===== src/hdl/rcp_pkg.sv =====
// Constants for the remote command parser
package rcp_pkg;
    localparam int CLK_HZ = 25000000;
    localparam int BAUD_BPS = 9600;
    localparam int BIT_CYCLES = CLK_HZ / BAUD_BPS;
    localparam int HALF_CYCLES = BIT_CYCLES / 2;
    localparam int DATA_BITS = 8;
    localparam int FRAME_CHARS = 14;
    localparam int UNIT_CHARS = 6;
    localparam int POS_CODE = 6;
    localparam int POS_ADDR = 7;
    localparam int POS_DATA = 10;
    localparam int POS_CR = 13;
    localparam logic [7:0] CH_ZERO = 8'h30;
    localparam logic [7:0] CH_NINE = 8'h39;
    localparam logic [7:0] CH_READ = 8'h52;
    localparam logic [7:0] CH_WRITE = 8'h57;
    localparam logic [7:0] CH_REPLY = 8'h43;
    localparam logic [7:0] CH_CR = 8'h0d;
    localparam logic [7:0] ADDR_GAIN = 8'h01;
    localparam logic [7:0] ADDR_SHUTTER = 8'h02;
    localparam logic [7:0] ADDR_TRIG_MODE = 8'h04;
    localparam logic [7:0] ADDR_TRIG_POL = 8'h0b;
    localparam logic [7:0] ADDR_OUT_WIDTH = 8'h0d;
    localparam logic [7:0] ADDR_WIN_MODE = 8'h0f;
    localparam logic [7:0] ADDR_START_HI = 8'h10;
    localparam logic [7:0] ADDR_START_LO = 8'h11;
    localparam logic [7:0] ADDR_HEIGHT_HI = 8'h13;
    localparam logic [7:0] ADDR_HEIGHT_LO = 8'h14;
    localparam logic [7:0] ADDR_TOTAL_HI = 8'h15;
    localparam logic [7:0] ADDR_TOTAL_LO = 8'h16;
    localparam logic [7:0] ADDR_SAVE = 8'hff;
    localparam logic [7:0] SAVE_KEY_A = 8'h53;
    localparam logic [7:0] SAVE_KEY_B = 8'h35;
    localparam logic [7:0] RST_BYTE = 8'h00;
    localparam logic [15:0] RST_WORD = 16'h0000;
    localparam logic [15:0] WIN_MAX = 16'h02ad;
    localparam logic [15:0] TOTAL_BASE = 16'h02c2;
    localparam logic [15:0] RST_TOTAL = 16'h081e;
    typedef enum logic [1:0] {
        RCP_IDLE  = 2'b00,
        RCP_EXEC  = 2'b01,
        RCP_SEND  = 2'b10,
        RCP_WAIT  = 2'b11
    } rcp_state_t;
endpackage : rcp_pkg


===== src/hdl/rcp_parser.sv =====
// Serial ASCII command parser with camera setting registers
`timescale 1ns/1ps
module rcp_parser #(
    // Bit time in clock cycles; the default gives 9600 baud at 25 MHz
    parameter int BIT_LEN = rcp_pkg::BIT_CYCLES
) (
    input  wire logic        i_core_clk,
    input  wire logic        i_nrst,
    input  wire logic        i_rxd,
    output logic             o_txd,
    output logic [7:0]       o_gain,
    output logic [7:0]       o_shutter,
    output logic [7:0]       o_trig_mode,
    output logic [7:0]       o_trig_pol,
    output logic [7:0]       o_out_width,
    output logic [7:0]       o_win_mode,
    output logic [15:0]      o_win_start,
    output logic [15:0]      o_win_height,
    output logic [15:0]      o_total_lines,
    output logic             o_save_req
);
    import rcp_pkg::*;

    // Receiver; bit counter at 25 MHz over 9600 baud
    logic [11:0] rx_cnt;
    logic [3:0]  rx_bit;
    logic        rx_busy;
    logic [7:0]  rx_sh;
    logic        rx_stb;
    logic [7:0]  rx_byte;
    wire         rx_tick = (rx_cnt == 12'(BIT_LEN - 1));

    always_ff @(posedge i_core_clk or negedge i_nrst) begin
        if (!i_nrst) begin
            rx_cnt  <= 12'h000;
            rx_bit  <= 4'h0;
            rx_busy <= 1'b0;
            rx_sh   <= 8'h00;
            rx_stb  <= 1'b0;
            rx_byte <= 8'h00;
        end else begin
            rx_stb <= 1'b0;
            if (!rx_busy) begin
                if (!i_rxd) begin
                    rx_busy <= 1'b1;
                    rx_cnt  <= 12'(BIT_LEN / 2);
                    rx_bit  <= 4'h0;
                end
            end else if (rx_tick) begin
                rx_cnt <= 12'h000;
                rx_bit <= rx_bit + 4'h1;
                if (rx_bit == 4'h0 && i_rxd) begin
                    rx_busy <= 1'b0; // False start bit
                end else if (rx_bit == 4'(DATA_BITS + 1)) begin
                    rx_busy <= 1'b0;
                    if (i_rxd) begin
                        rx_stb  <= 1'b1;
                        rx_byte <= rx_sh;
                    end
                end else if (rx_bit != 4'h0) begin
                    rx_sh <= {i_rxd, rx_sh[7:1]};
                end
            end else begin
                rx_cnt <= rx_cnt + 12'h001;
            end
        end
    end

    // Frame assembly
    logic [7:0] frm [FRAME_CHARS];
    logic [3:0] pos;
    rcp_state_t state;
    logic [3:0] tx_idx;

    function automatic logic is_dig(input logic [7:0] c);
        return (c >= CH_ZERO) && (c <= CH_NINE);
    endfunction : is_dig

    function automatic logic [9:0] dec3(input logic [7:0] a,
                                        input logic [7:0] b,
                                        input logic [7:0] c);
        logic [9:0] h;
        logic [9:0] t;
        h = {6'h00, a[3:0]} * 10'd100;
        t = {6'h00, b[3:0]} * 10'd10;
        return h + t + {6'h00, c[3:0]};
    endfunction : dec3

    wire unit_ok = is_dig(frm[0]) && frm[0] == CH_ZERO && frm[1] == CH_ZERO
                && frm[2] == CH_ZERO && frm[3] == CH_ZERO
                && frm[4] == CH_ZERO && frm[5] == CH_ZERO;
    wire digits_ok = is_dig(frm[7]) && is_dig(frm[8]) && is_dig(frm[9])
                  && is_dig(frm[10]) && is_dig(frm[11])
                  && is_dig(frm[12]);
    wire [9:0] addr_dec = dec3(frm[7], frm[8], frm[9]);
    wire [9:0] data_dec = dec3(frm[10], frm[11], frm[12]);
    wire range_ok = (addr_dec < 10'd256) && (data_dec < 10'd256);
    wire is_rd = (frm[POS_CODE] == CH_READ);
    wire is_wr = (frm[POS_CODE] == CH_WRITE);
    wire frame_ok = unit_ok && digits_ok && range_ok
                 && (is_rd || is_wr);
    wire [7:0] addr = addr_dec[7:0];
    wire [7:0] wdata = data_dec[7:0];
    wire do_wr = (state == RCP_EXEC) && frame_ok && is_wr;

    // Window registers and high-byte holding
    logic [7:0] start_hi;
    logic [7:0] height_hi;
    wire [15:0] new_start = {start_hi, wdata};
    wire [15:0] new_height = {height_hi, wdata};
    wire [15:0] st_lim = (new_start > WIN_MAX) ? WIN_MAX : new_start;
    wire [15:0] ht_lim = (new_height > WIN_MAX) ? WIN_MAX : new_height;
    wire [15:0] room_s = WIN_MAX - st_lim;
    wire [15:0] room_c = WIN_MAX - o_win_start;
    wire [15:0] ht_for_start = (o_win_height > room_s) ? room_s
                             : o_win_height;
    wire [15:0] ht_for_height = (ht_lim > room_c) ? room_c : ht_lim;
    // Each height value selects a two-line step
    wire [15:0] next_total = TOTAL_BASE + {o_win_height[14:0], 1'b0}
                           + 16'h0002;

    always_ff @(posedge i_core_clk or negedge i_nrst) begin
        if (!i_nrst) begin
            o_gain       <= RST_BYTE;
            o_shutter    <= RST_BYTE;
            o_trig_mode  <= RST_BYTE;
            o_trig_pol   <= RST_BYTE;
            o_out_width  <= RST_BYTE;
            o_win_mode   <= RST_BYTE;
            o_win_start  <= RST_WORD;
            o_win_height <= RST_WORD;
            start_hi     <= RST_BYTE;
            height_hi    <= RST_BYTE;
            o_save_req   <= 1'b0;
        end else begin
            o_save_req <= 1'b0;
            if (do_wr) begin
                case (addr)
                    ADDR_GAIN:      o_gain      <= wdata;
                    ADDR_SHUTTER:   o_shutter   <= wdata;
                    ADDR_TRIG_MODE: o_trig_mode <= wdata;
                    ADDR_TRIG_POL:  o_trig_pol  <= wdata;
                    ADDR_OUT_WIDTH: o_out_width <= wdata;
                    ADDR_WIN_MODE:  o_win_mode  <= wdata;
                    ADDR_START_HI:  start_hi    <= wdata;
                    ADDR_START_LO: begin
                        o_win_start  <= st_lim;
                        o_win_height <= ht_for_start;
                    end
                    ADDR_HEIGHT_HI: height_hi   <= wdata;
                    ADDR_HEIGHT_LO: o_win_height <= ht_for_height;
                    ADDR_SAVE: o_save_req <= (wdata == SAVE_KEY_A)
                                          || (wdata == SAVE_KEY_B);
                    default: ; // Unlisted addresses are ignored
                endcase
            end
        end
    end

    // Total follows a window commit one cycle later, so the full-frame
    // reset value stands until the host first sets up a window
    logic win_upd;
    wire  win_commit = do_wr && (addr == ADDR_START_LO
                              || addr == ADDR_HEIGHT_LO);

    always_ff @(posedge i_core_clk or negedge i_nrst) begin
        if (!i_nrst) begin
            o_total_lines <= RST_TOTAL;
            win_upd       <= 1'b0;
        end else begin
            win_upd <= win_commit;
            if (win_upd) begin
                o_total_lines <= next_total;
            end
        end
    end

    // Read mux
    logic [7:0] rd_val;
    always_comb begin
        case (addr)
            ADDR_GAIN:      rd_val = o_gain;
            ADDR_SHUTTER:   rd_val = o_shutter;
            ADDR_TRIG_MODE: rd_val = o_trig_mode;
            ADDR_TRIG_POL:  rd_val = o_trig_pol;
            ADDR_OUT_WIDTH: rd_val = o_out_width;
            ADDR_WIN_MODE:  rd_val = o_win_mode;
            ADDR_START_HI:  rd_val = o_win_start[15:8];
            ADDR_START_LO:  rd_val = o_win_start[7:0];
            ADDR_HEIGHT_HI: rd_val = o_win_height[15:8];
            ADDR_HEIGHT_LO: rd_val = o_win_height[7:0];
            ADDR_TOTAL_HI:  rd_val = o_total_lines[15:8];
            ADDR_TOTAL_LO:  rd_val = o_total_lines[7:0];
            default:        rd_val = 8'h00;
        endcase
    end

    // Reply value in decimal digits
    wire [7:0] d_hund = 8'(rd_val / 8'd100);
    wire [7:0] d_tens = 8'((rd_val % 8'd100) / 8'd10);
    wire [7:0] d_ones = 8'(rd_val % 8'd10);

    // Transmitter
    logic [11:0] tx_cnt;
    logic [3:0]  tx_bit;
    logic [9:0]  tx_sh;
    logic        tx_busy;
    wire         tx_tick = (tx_cnt == 12'(BIT_LEN - 1));

    always_ff @(posedge i_core_clk or negedge i_nrst) begin
        if (!i_nrst) begin
            state  <= RCP_IDLE;
            pos    <= 4'h0;
            tx_idx <= 4'h0;
            tx_cnt <= 12'h000;
            tx_bit <= 4'h0;
            tx_sh  <= 10'h3ff;
            tx_busy <= 1'b0;
            for (int i = 0; i < FRAME_CHARS; i++) begin
                frm[i] <= 8'h00;
            end
        end else begin
            case (state)
                RCP_IDLE: begin
                    if (rx_stb) begin
                        frm[pos] <= rx_byte;
                        if (pos == 4'(POS_CR)) begin
                            pos <= 4'h0;
                            if (rx_byte == CH_CR) begin
                                state <= RCP_EXEC;
                            end
                        end else if (rx_byte == CH_CR) begin
                            pos <= 4'h0; // Short frame: resync
                        end else begin
                            pos <= pos + 4'h1;
                        end
                    end
                end
                RCP_EXEC: begin
                    if (frame_ok && is_rd) begin
                        frm[POS_CODE] <= CH_REPLY;
                        frm[POS_DATA] <= CH_ZERO | d_hund;
                        frm[POS_DATA + 1] <= CH_ZERO | d_tens;
                        frm[POS_DATA + 2] <= CH_ZERO | d_ones;
                        tx_idx <= 4'h0;
                        state  <= RCP_SEND;
                    end else begin
                        state <= RCP_IDLE;
                    end
                end
                RCP_SEND: begin
                    tx_sh   <= {1'b1, frm[tx_idx], 1'b0};
                    tx_busy <= 1'b1;
                    tx_bit  <= 4'h0;
                    tx_cnt  <= 12'h000;
                    state   <= RCP_WAIT;
                end
                RCP_WAIT: begin
                    if (tx_tick) begin
                        tx_cnt <= 12'h000;
                        tx_sh  <= {1'b1, tx_sh[9:1]};
                        tx_bit <= tx_bit + 4'h1;
                        if (tx_bit == 4'(DATA_BITS + 1)) begin
                            tx_busy <= 1'b0;
                            if (tx_idx == 4'(POS_CR)) begin
                                state <= RCP_IDLE;
                            end else begin
                                tx_idx <= tx_idx + 4'h1;
                                state  <= RCP_SEND;
                            end
                        end
                    end else begin
                        tx_cnt <= tx_cnt + 12'h001;
                    end
                end
                default: state <= RCP_IDLE;
            endcase
        end
    end

    assign o_txd = tx_busy ? tx_sh[0] : 1'b1;
endmodule : rcp_parser


===== config.mk =====
export PLATFORM = sky130hd
export DESIGN_NAME = rcp_parser
export DESIGN_NICKNAME = d
export VERILOG_FILES = /design/src/hdl/rcp_pkg.sv /design/src/hdl/rcp_parser.sv
export SDC_FILE = /design/constraint.sdc
export NUM_CORES = 1
export LEC_CHECK = 0
export BUFFER_PORTS_ARGS = -buffer_cell sky130_fd_sc_hd__buf_2
export CAP_MARGIN = 20
export CORE_MARGIN = 10
export CORE_UTILIZATION = 29
export DETAILED_ROUTE_END_ITERATION = 10
export GPL_ROUTABILITY_DRIVEN = 0
export SETUP_SLACK_MARGIN = 0.02
export SYNTH_ARGS = -nofsm -noshare
export SYNTH_HDL_FRONTEND = slang
export SYNTH_SLANG_ARGS = --single-unit

===== constraint.sdc =====
create_clock -name i_core_clk -period 10.6 [get_ports i_core_clk]
set_input_delay 1.06 -clock i_core_clk [delete_from_list [all_inputs] [get_ports i_core_clk]]
set_output_delay 1.06 -clock i_core_clk [all_outputs]
set_load 0.1 [all_outputs]

# Word-level counts from Yosys, hierarchy flattened
# Index checks and enable logic that the tools add are counted.
totals:
  reg_bits: 297
  latch_bits: 0
  mem_bits_rw: 0
  rom_bits: 0
  inputBits: 3
  out_inout_bits: 98
  wordCells: 249
  mem_count: 0
classes:
  addsub: 14
  n_mul: 4
  n_div: 4
  magnitude_cmp: 23
  eq_ne: 43
  shift: 0
  muxes: 60
  bitwise_logic: 4
  reduce_logical: 57
op_table:
  columns: ["operator", "n"]
  rows:
  - ["bitwise mux 112 bit", 1]
  - ["one-hot mux 8 bit (12 select lines)", 1]
  - ["two-way mux 16 bit", 4]
  - ["two-way mux 64 bit", 1]
  - ["== test 8 x 6 -> 1 bit, second input constant", 7]
  - ["greater-or-equal comparator 8 x 6 -> 1 bit, second input constant", 7]
  - ["less-or-equal comparator 8 x 6 -> 1 bit, second input constant", 7]
  - ["== test 8 x 5 -> 1 bit, second input constant", 6]
  - ["two-way mux 12 bit", 4]
  - ["one-hot mux 24 bit (2 select lines)", 1]
  - ["two-way mux 4 bit", 10]
  - ["binary-select mux 8 bit (select 4 bit)", 1]
  - ["demux 8 bit (select 4 bit)", 1]
  - ["== test 8 x 4 -> 1 bit, second input constant", 4]
  - ["> comparator 16 x 10 -> 1 bit, second input constant", 2]
  - ["> comparator 16 bit", 2]
  - ["two-way mux 8 bit", 4]
  - ["one-hot mux 16 bit (2 select lines)", 1]
  - ["subtractor 10 x 16 -> 16 bit, first input constant", 2]
  - ["logical AND 1 bit", 28]
  - ["adder 12 x 1 -> 12 bit, second input constant", 2]
  - ["== test 12 bit, second input constant", 2]
  - ["== test 8 x 7 -> 1 bit, second input constant", 3]
  - ["two-way mux 24 bit", 1]
  - ["other kinds (42)", 107]

# Longest topological paths before layout
logic_depth:
  word_depth: 14
  ltp_mapped: 31
  ltp_nobuf: 29

# Worst setup path before layout
# No wires, ideal clock.
synth_path:
  kind: "register to register"
  from: "reg frm[17] in the netlist's numbering"
  to: "reg o_win_height[3]"
  setup_time_ns: 0.126
  t_arrival_ns: 6.197
  required_ns: 10.474
  setup_slack_ns: 4.277
  path_stages_with_launch: 29
  path_buffers: 2
  period_less_slack_ns: 6.323
  path_cell_list: "dfrtp_1 > ha_1 > ha_1 > fa_1 > ha_1 > ha_1 > inv_1 > nor2_1 > nor2_1 > xnor2_1 > nand2_1 > a21o_1 > a21oi_1 > clkbuf_1 > nand2b_1 > ha_1 > a32oi_1 > and2_1 > nor2_1 > o41a_1 > ha_1 > a21o_1 > a21o_1 > a21oi_1 > o211ai_1 > a211o_1 > o211ai_1 > clkbuf_1 > mux2_2"
synth_lines:
  columns: ["item", "line_no", "source"]
  rows:
  - ["from (decl)", "rcp_parser.sv:70", "logic [7:0] frm [FRAME_CHARS];"]
  - ["from (signal, indexed assignment)", "rcp_parser.sv:226", "frm[pos] <= rx_byte;"]
  - ["from (signal, indexed assignment)", "rcp_parser.sv:242", "frm[POS_DATA] <= CH_ZERO | d_hund;"]
  - ["from (signal, indexed assignment)", "rcp_parser.sv:243", "frm[POS_DATA + 1] <= CH_ZERO | d_tens;"]
  - ["multiplier 4 x 3 -> 7 bit *", "rcp_parser.sv:85", "t = {6'h00, b[3:0]} * 10'd10;"]
  - ["adder 10 x 8 -> 10 bit *", "rcp_parser.sv:86", "return h + t + {6'h00, c[3:0]};"]
  - ["adder 10 x 4 -> 10 bit *", "rcp_parser.sv:86", null]
  - ["> comparator 16 x 10 -> 1 bit", "rcp_parser.sv:111", "wire [15:0] st_lim = (new_start > WIN_MAX) ? WIN_MAX : new_start;"]
  - ["two-way mux 16 bit *", "rcp_parser.sv:111", null]
  - ["via st_lim[2]", "rcp_parser.sv:111", null]
  - ["subtractor 10 x 16 -> 16 bit *", "rcp_parser.sv:113", "wire [15:0] room_s = WIN_MAX - st_lim;"]
  - ["> comparator 16 bit", "rcp_parser.sv:115", "wire [15:0] ht_for_start = (o_win_height > room_s) ? room_s"]
  - ["!= test 2 bit (no source line)", null, null]
  - ["AND reduction 3 bit (no source line)", null, null]
  - ["to (signal assigned)", "rcp_parser.sv:148", "o_win_height <= ht_for_start;"]
  - ["to (signal assigned)", "rcp_parser.sv:151", "ADDR_HEIGHT_LO: o_win_height <= ht_for_height;"]
  - ["to (decl)", "rcp_parser.sv:18", "output logic [15:0] o_win_height,"]
# The timed path passes the listed nets; every way through them passes the cells marked *. The select of a mux whose other input is x is not followed.
# A chain may end at the register's enable or synchronous reset.

# Worst setup path in the final report
# Same ends and word-level chain as after synthesis.

==> flow_metrics.py <==
metrics = {
    "outcome": {
        "outcome": "finished, final reports clean",
    },
    "timing": {
        "fin_skew_ps": 16.6,
        "period_needed_ps": 7240,
        "rsz0062_at_grt": "no",
        "final_max_slew_viol_count": 0,
        "setup_tns_ps": 0,
        "finalHoldViolations": 0,
        "slew_headroom_pct": 30.5,
        "worstMarginPinSlew_ps": 1040,
        "max_freq_ghz": 0.138,
        "setup_viol_count_final": 0,
        "fin_crit_sh_pct": 68.3,
    },
    "detailed_routing": {
        "wire_per_inst_um": 20.8,
        "first_pass_iters": 8,
        "drcViolationCount": 0,
        "drt_iter0_markers": 1781,
        "drt_wl_total_um": 60100,
        "detail-route-antenna-nets": 0,
        "num_vias": 16100,
        "via_per_inst": 5.58,
    },
    "yosys": {
        "ys_seq_area_share_pct": 38.7,
        "synth_ff_type": "dfrtp_1",
        "synth-edff-count": 0,
        "synth_mux_area_share_pct": 12.6,
        "synth_top_family_by_area": "simple AND/OR/NAND/NOR gates",
        "synth_area_per_cell_um2": 9.90,
        "synth_compound_area_share_pct": 16.3,
        "yosysTopAreaCell": "dfrtp_1",
        "ys_top_cells_by_area": "dfrtp_1 37%, mux2_2 8.7%, ha_1 7.1%, nand2_1 3.8%, o21ai_0 3.5%",
        "synth_warnings": 0,
        "synthAdderAreaFrac_pct": 8.17,
        "synthSimpleGateAreaFrac_pct": 17.4,
        "synthCells": 1932,
        "synth_seq_cells": 295,
        "synthTopCellsByCount": "281 x dfrtp_1, 193 x nand2_1, 147 x mux2_2",
        "yosysMostFrequentCell": "dfrtp_1",
        "synth_top_area_share_pct": 36.8,
        "ys_types": 95,
        "synthXorXnorAreaFrac_pct": 2.89,
        "syn-cell-area_um2": 19100,
        "synthArstFlopShare_pct": 100,
    },
    "clocking": {
        "insertion_delay_ps": 540,
        "tritoncts": "built",
        "clk_path_buf_depth": 3,
        "hold_buffers": 0,
        "clk_pin_slew_ps": 60,
        "htreeDepth": 2,
        "cts_buffers": 35,
        "postCtsSetupBuffers": 0,
        "cts_root_buf": "clkbuf_16",
        "clock_sinks": 295,
        "cts_resized": 0,
    },
    "critical_path": {
        "crit_buf_inv": 3,
        "cp_max_fo": 30,
        "startpoint": "frm[17]",
        "crit_family": "compound AO/OA/AOI/OAI gates",
        "crit_arrival_ps": 7660,
        "r2r_start": "frm[17]",
        "crit_top_cell": "ha_1",
        "max_stage_delay_ps": 590,
        "crit_type": "reg -> reg",
        "crit_path_start_kind": "flop",
        "end_kind": "flop",
        "cp.required_ps": 11010,
        "worst_path_max_delay_cell": "a21oi_1",
    },
    "floorplanning": {
        "die_x_um": 277,
        "rows": 94,
        "die_height_um": 277,
        "ios": 101,
        "start_util_pct": 29.2,
        "core-area_um2": 65500,
        "die-area_um2": 76600,
    },
    "grt": {
        "grt_pass1_vias": 15900,
        "overflow": 0,
        "grt_usage_pct": 15.0,
        "grt_pass1_wl_um": 94000,
        "antenna_found_initial": 0,
        "grt_max_degree": 183,
    },
    "cells_and_area": {
        "num-nets-final": 2119,
        "drive_gt1_share_pct": 19.7,
        "final_util_pct": 33.0,
        "antennaDiodeCount": 0,
        "area_delta_synth_final_pct": 13.2,
        "nFillCells": 6576,
    },
    "placement": {
        "dp_hpwl_um": 43100,
        "portBuffers": 99,
    },
    "power_and_ir_drop": {
        "p_leak_nw": 9.83,
        "ir_drop_mv": 0.0993,
        "powerDensity_nw_per_um2": 116,
    },
    "hold_path": {
        "min_path_type": "reg -> reg",
        "worstHoldStart": "o_total_lines[2]",
    },
    "flow_run": {
        "max-cap-violations": 0,
    },
}
## cells by family (layout without fill, tap and decap cells)
kind of cell    count (synthesis)  in the layout
mux                           192            192
buf+inv                       169            252
compound gates                457            457
fa+ha+maj                     119            119
simple gates                  635            635
xor+xnor                       63             63
other cells                     2             10
flops                         295            295
## registers in the layout, indices dropped and copies added, names as in the netlist, 9 cells and up
register and flops:
o_win_height 16, o_total_lines 15, o_win_start 16, tx_sh 9
frm 112, rx_cnt 12, tx_cnt 12
## cell type report
class / count / area, µm² / area share, %
clock buffers: 50 / 1010 / 4.68
clock inverters: 12 / 175 / 0.809
inverters: 66 / 248 / 1.14
multi-input cells: 1476 / 11000 / 50.9
flip-flops and latches: 295 / 7400 / 34.2
well taps: 864 / 1080 / 4.99
repair buffers: 124 / 707 / 3.27
## power breakdown
| part | switching [mW] | total [mW] | internal [mW] |
|---|---|---|---|
| registers | 0.0303 | 1.18 | 1.15 |
| clock network | 0.495 | 1.26 | 0.765 |
| logic | 0.0516 | 0.0812 | 0.0296 |
## metrics by stage
| stage | std cells | instance area (µm²) | hold WS, ps | total power [mW] | setup slack (ps) |
|---|---|---|---|---|---|
| finish | 2887 | 21600 | 476 | 2.52 | 3360 |
| detailed placement | 2822 | 20400 | 471 | 1.28 | 3290 |
| global placement | 2822 | 20400 | 463 | 1.27 | 3590 |
| CTS | 2884 | 21600 | 476 | 2.55 | 3260 |
| global route | 2887 | 21600 | 485 | 2.61 | 2900 |
| floorplan | 1940 | 19100 | 450 | 1.24 | 4280 |
## worst register-to-register path, delay by kind of cell, from the launching register on
kind,cells,cell delay (ps)
and+or+nand+nor,6,780
DFF,1,430
buffers and inverters,3,660
muxes,1,370
xor gates and xnor gates,1,150
AOI/OAI and AO/OA,10,2470
adders and majority gates,7,2250
## placed cells by master (no fill, tap or decap), types with 42 or more instances in the layout
cell	n
dfrtp_1	280
nand2_1	193
inv_1	65
o21ai_0	133
nor2_1	114
nand3_1	64
buf_2	99
xnor2_1	42
a21oi_1	93
ha_1	108
mux2_2	147
## layer usage
layer | vias up | share of wire (%) | wire length, µm | global-route usage [%]
met5 | - | 0 | 0 | 0
met3 | 129 | 6.6 | 3990 | 2.44
met2 | 620 | 48 | 28800 | 24.9
met1 | 8111 | 43 | 25600 | 19.6
li1 | 7262 | - | - | -
met4 | 0 | 2.9 | 1760 | 4.86
## worst paths after layout
check / end / slack (ps) / cells after the start
worst max-delay path: o_win_height[3] / 3360 / 28
worst min-delay path: o_total_lines[2] / 480 / 2
worst max register to register: o_win_height[3] / 3360 / 28
worst min register to register: o_total_lines[2] / 480 / 2
max in group asynchronous: rx_cnt[4] / 8430 / 2
min in group asynchronous: o_out_width[7] / 600 / 1
No activity file was read; power rests on OpenSTA's default activity.
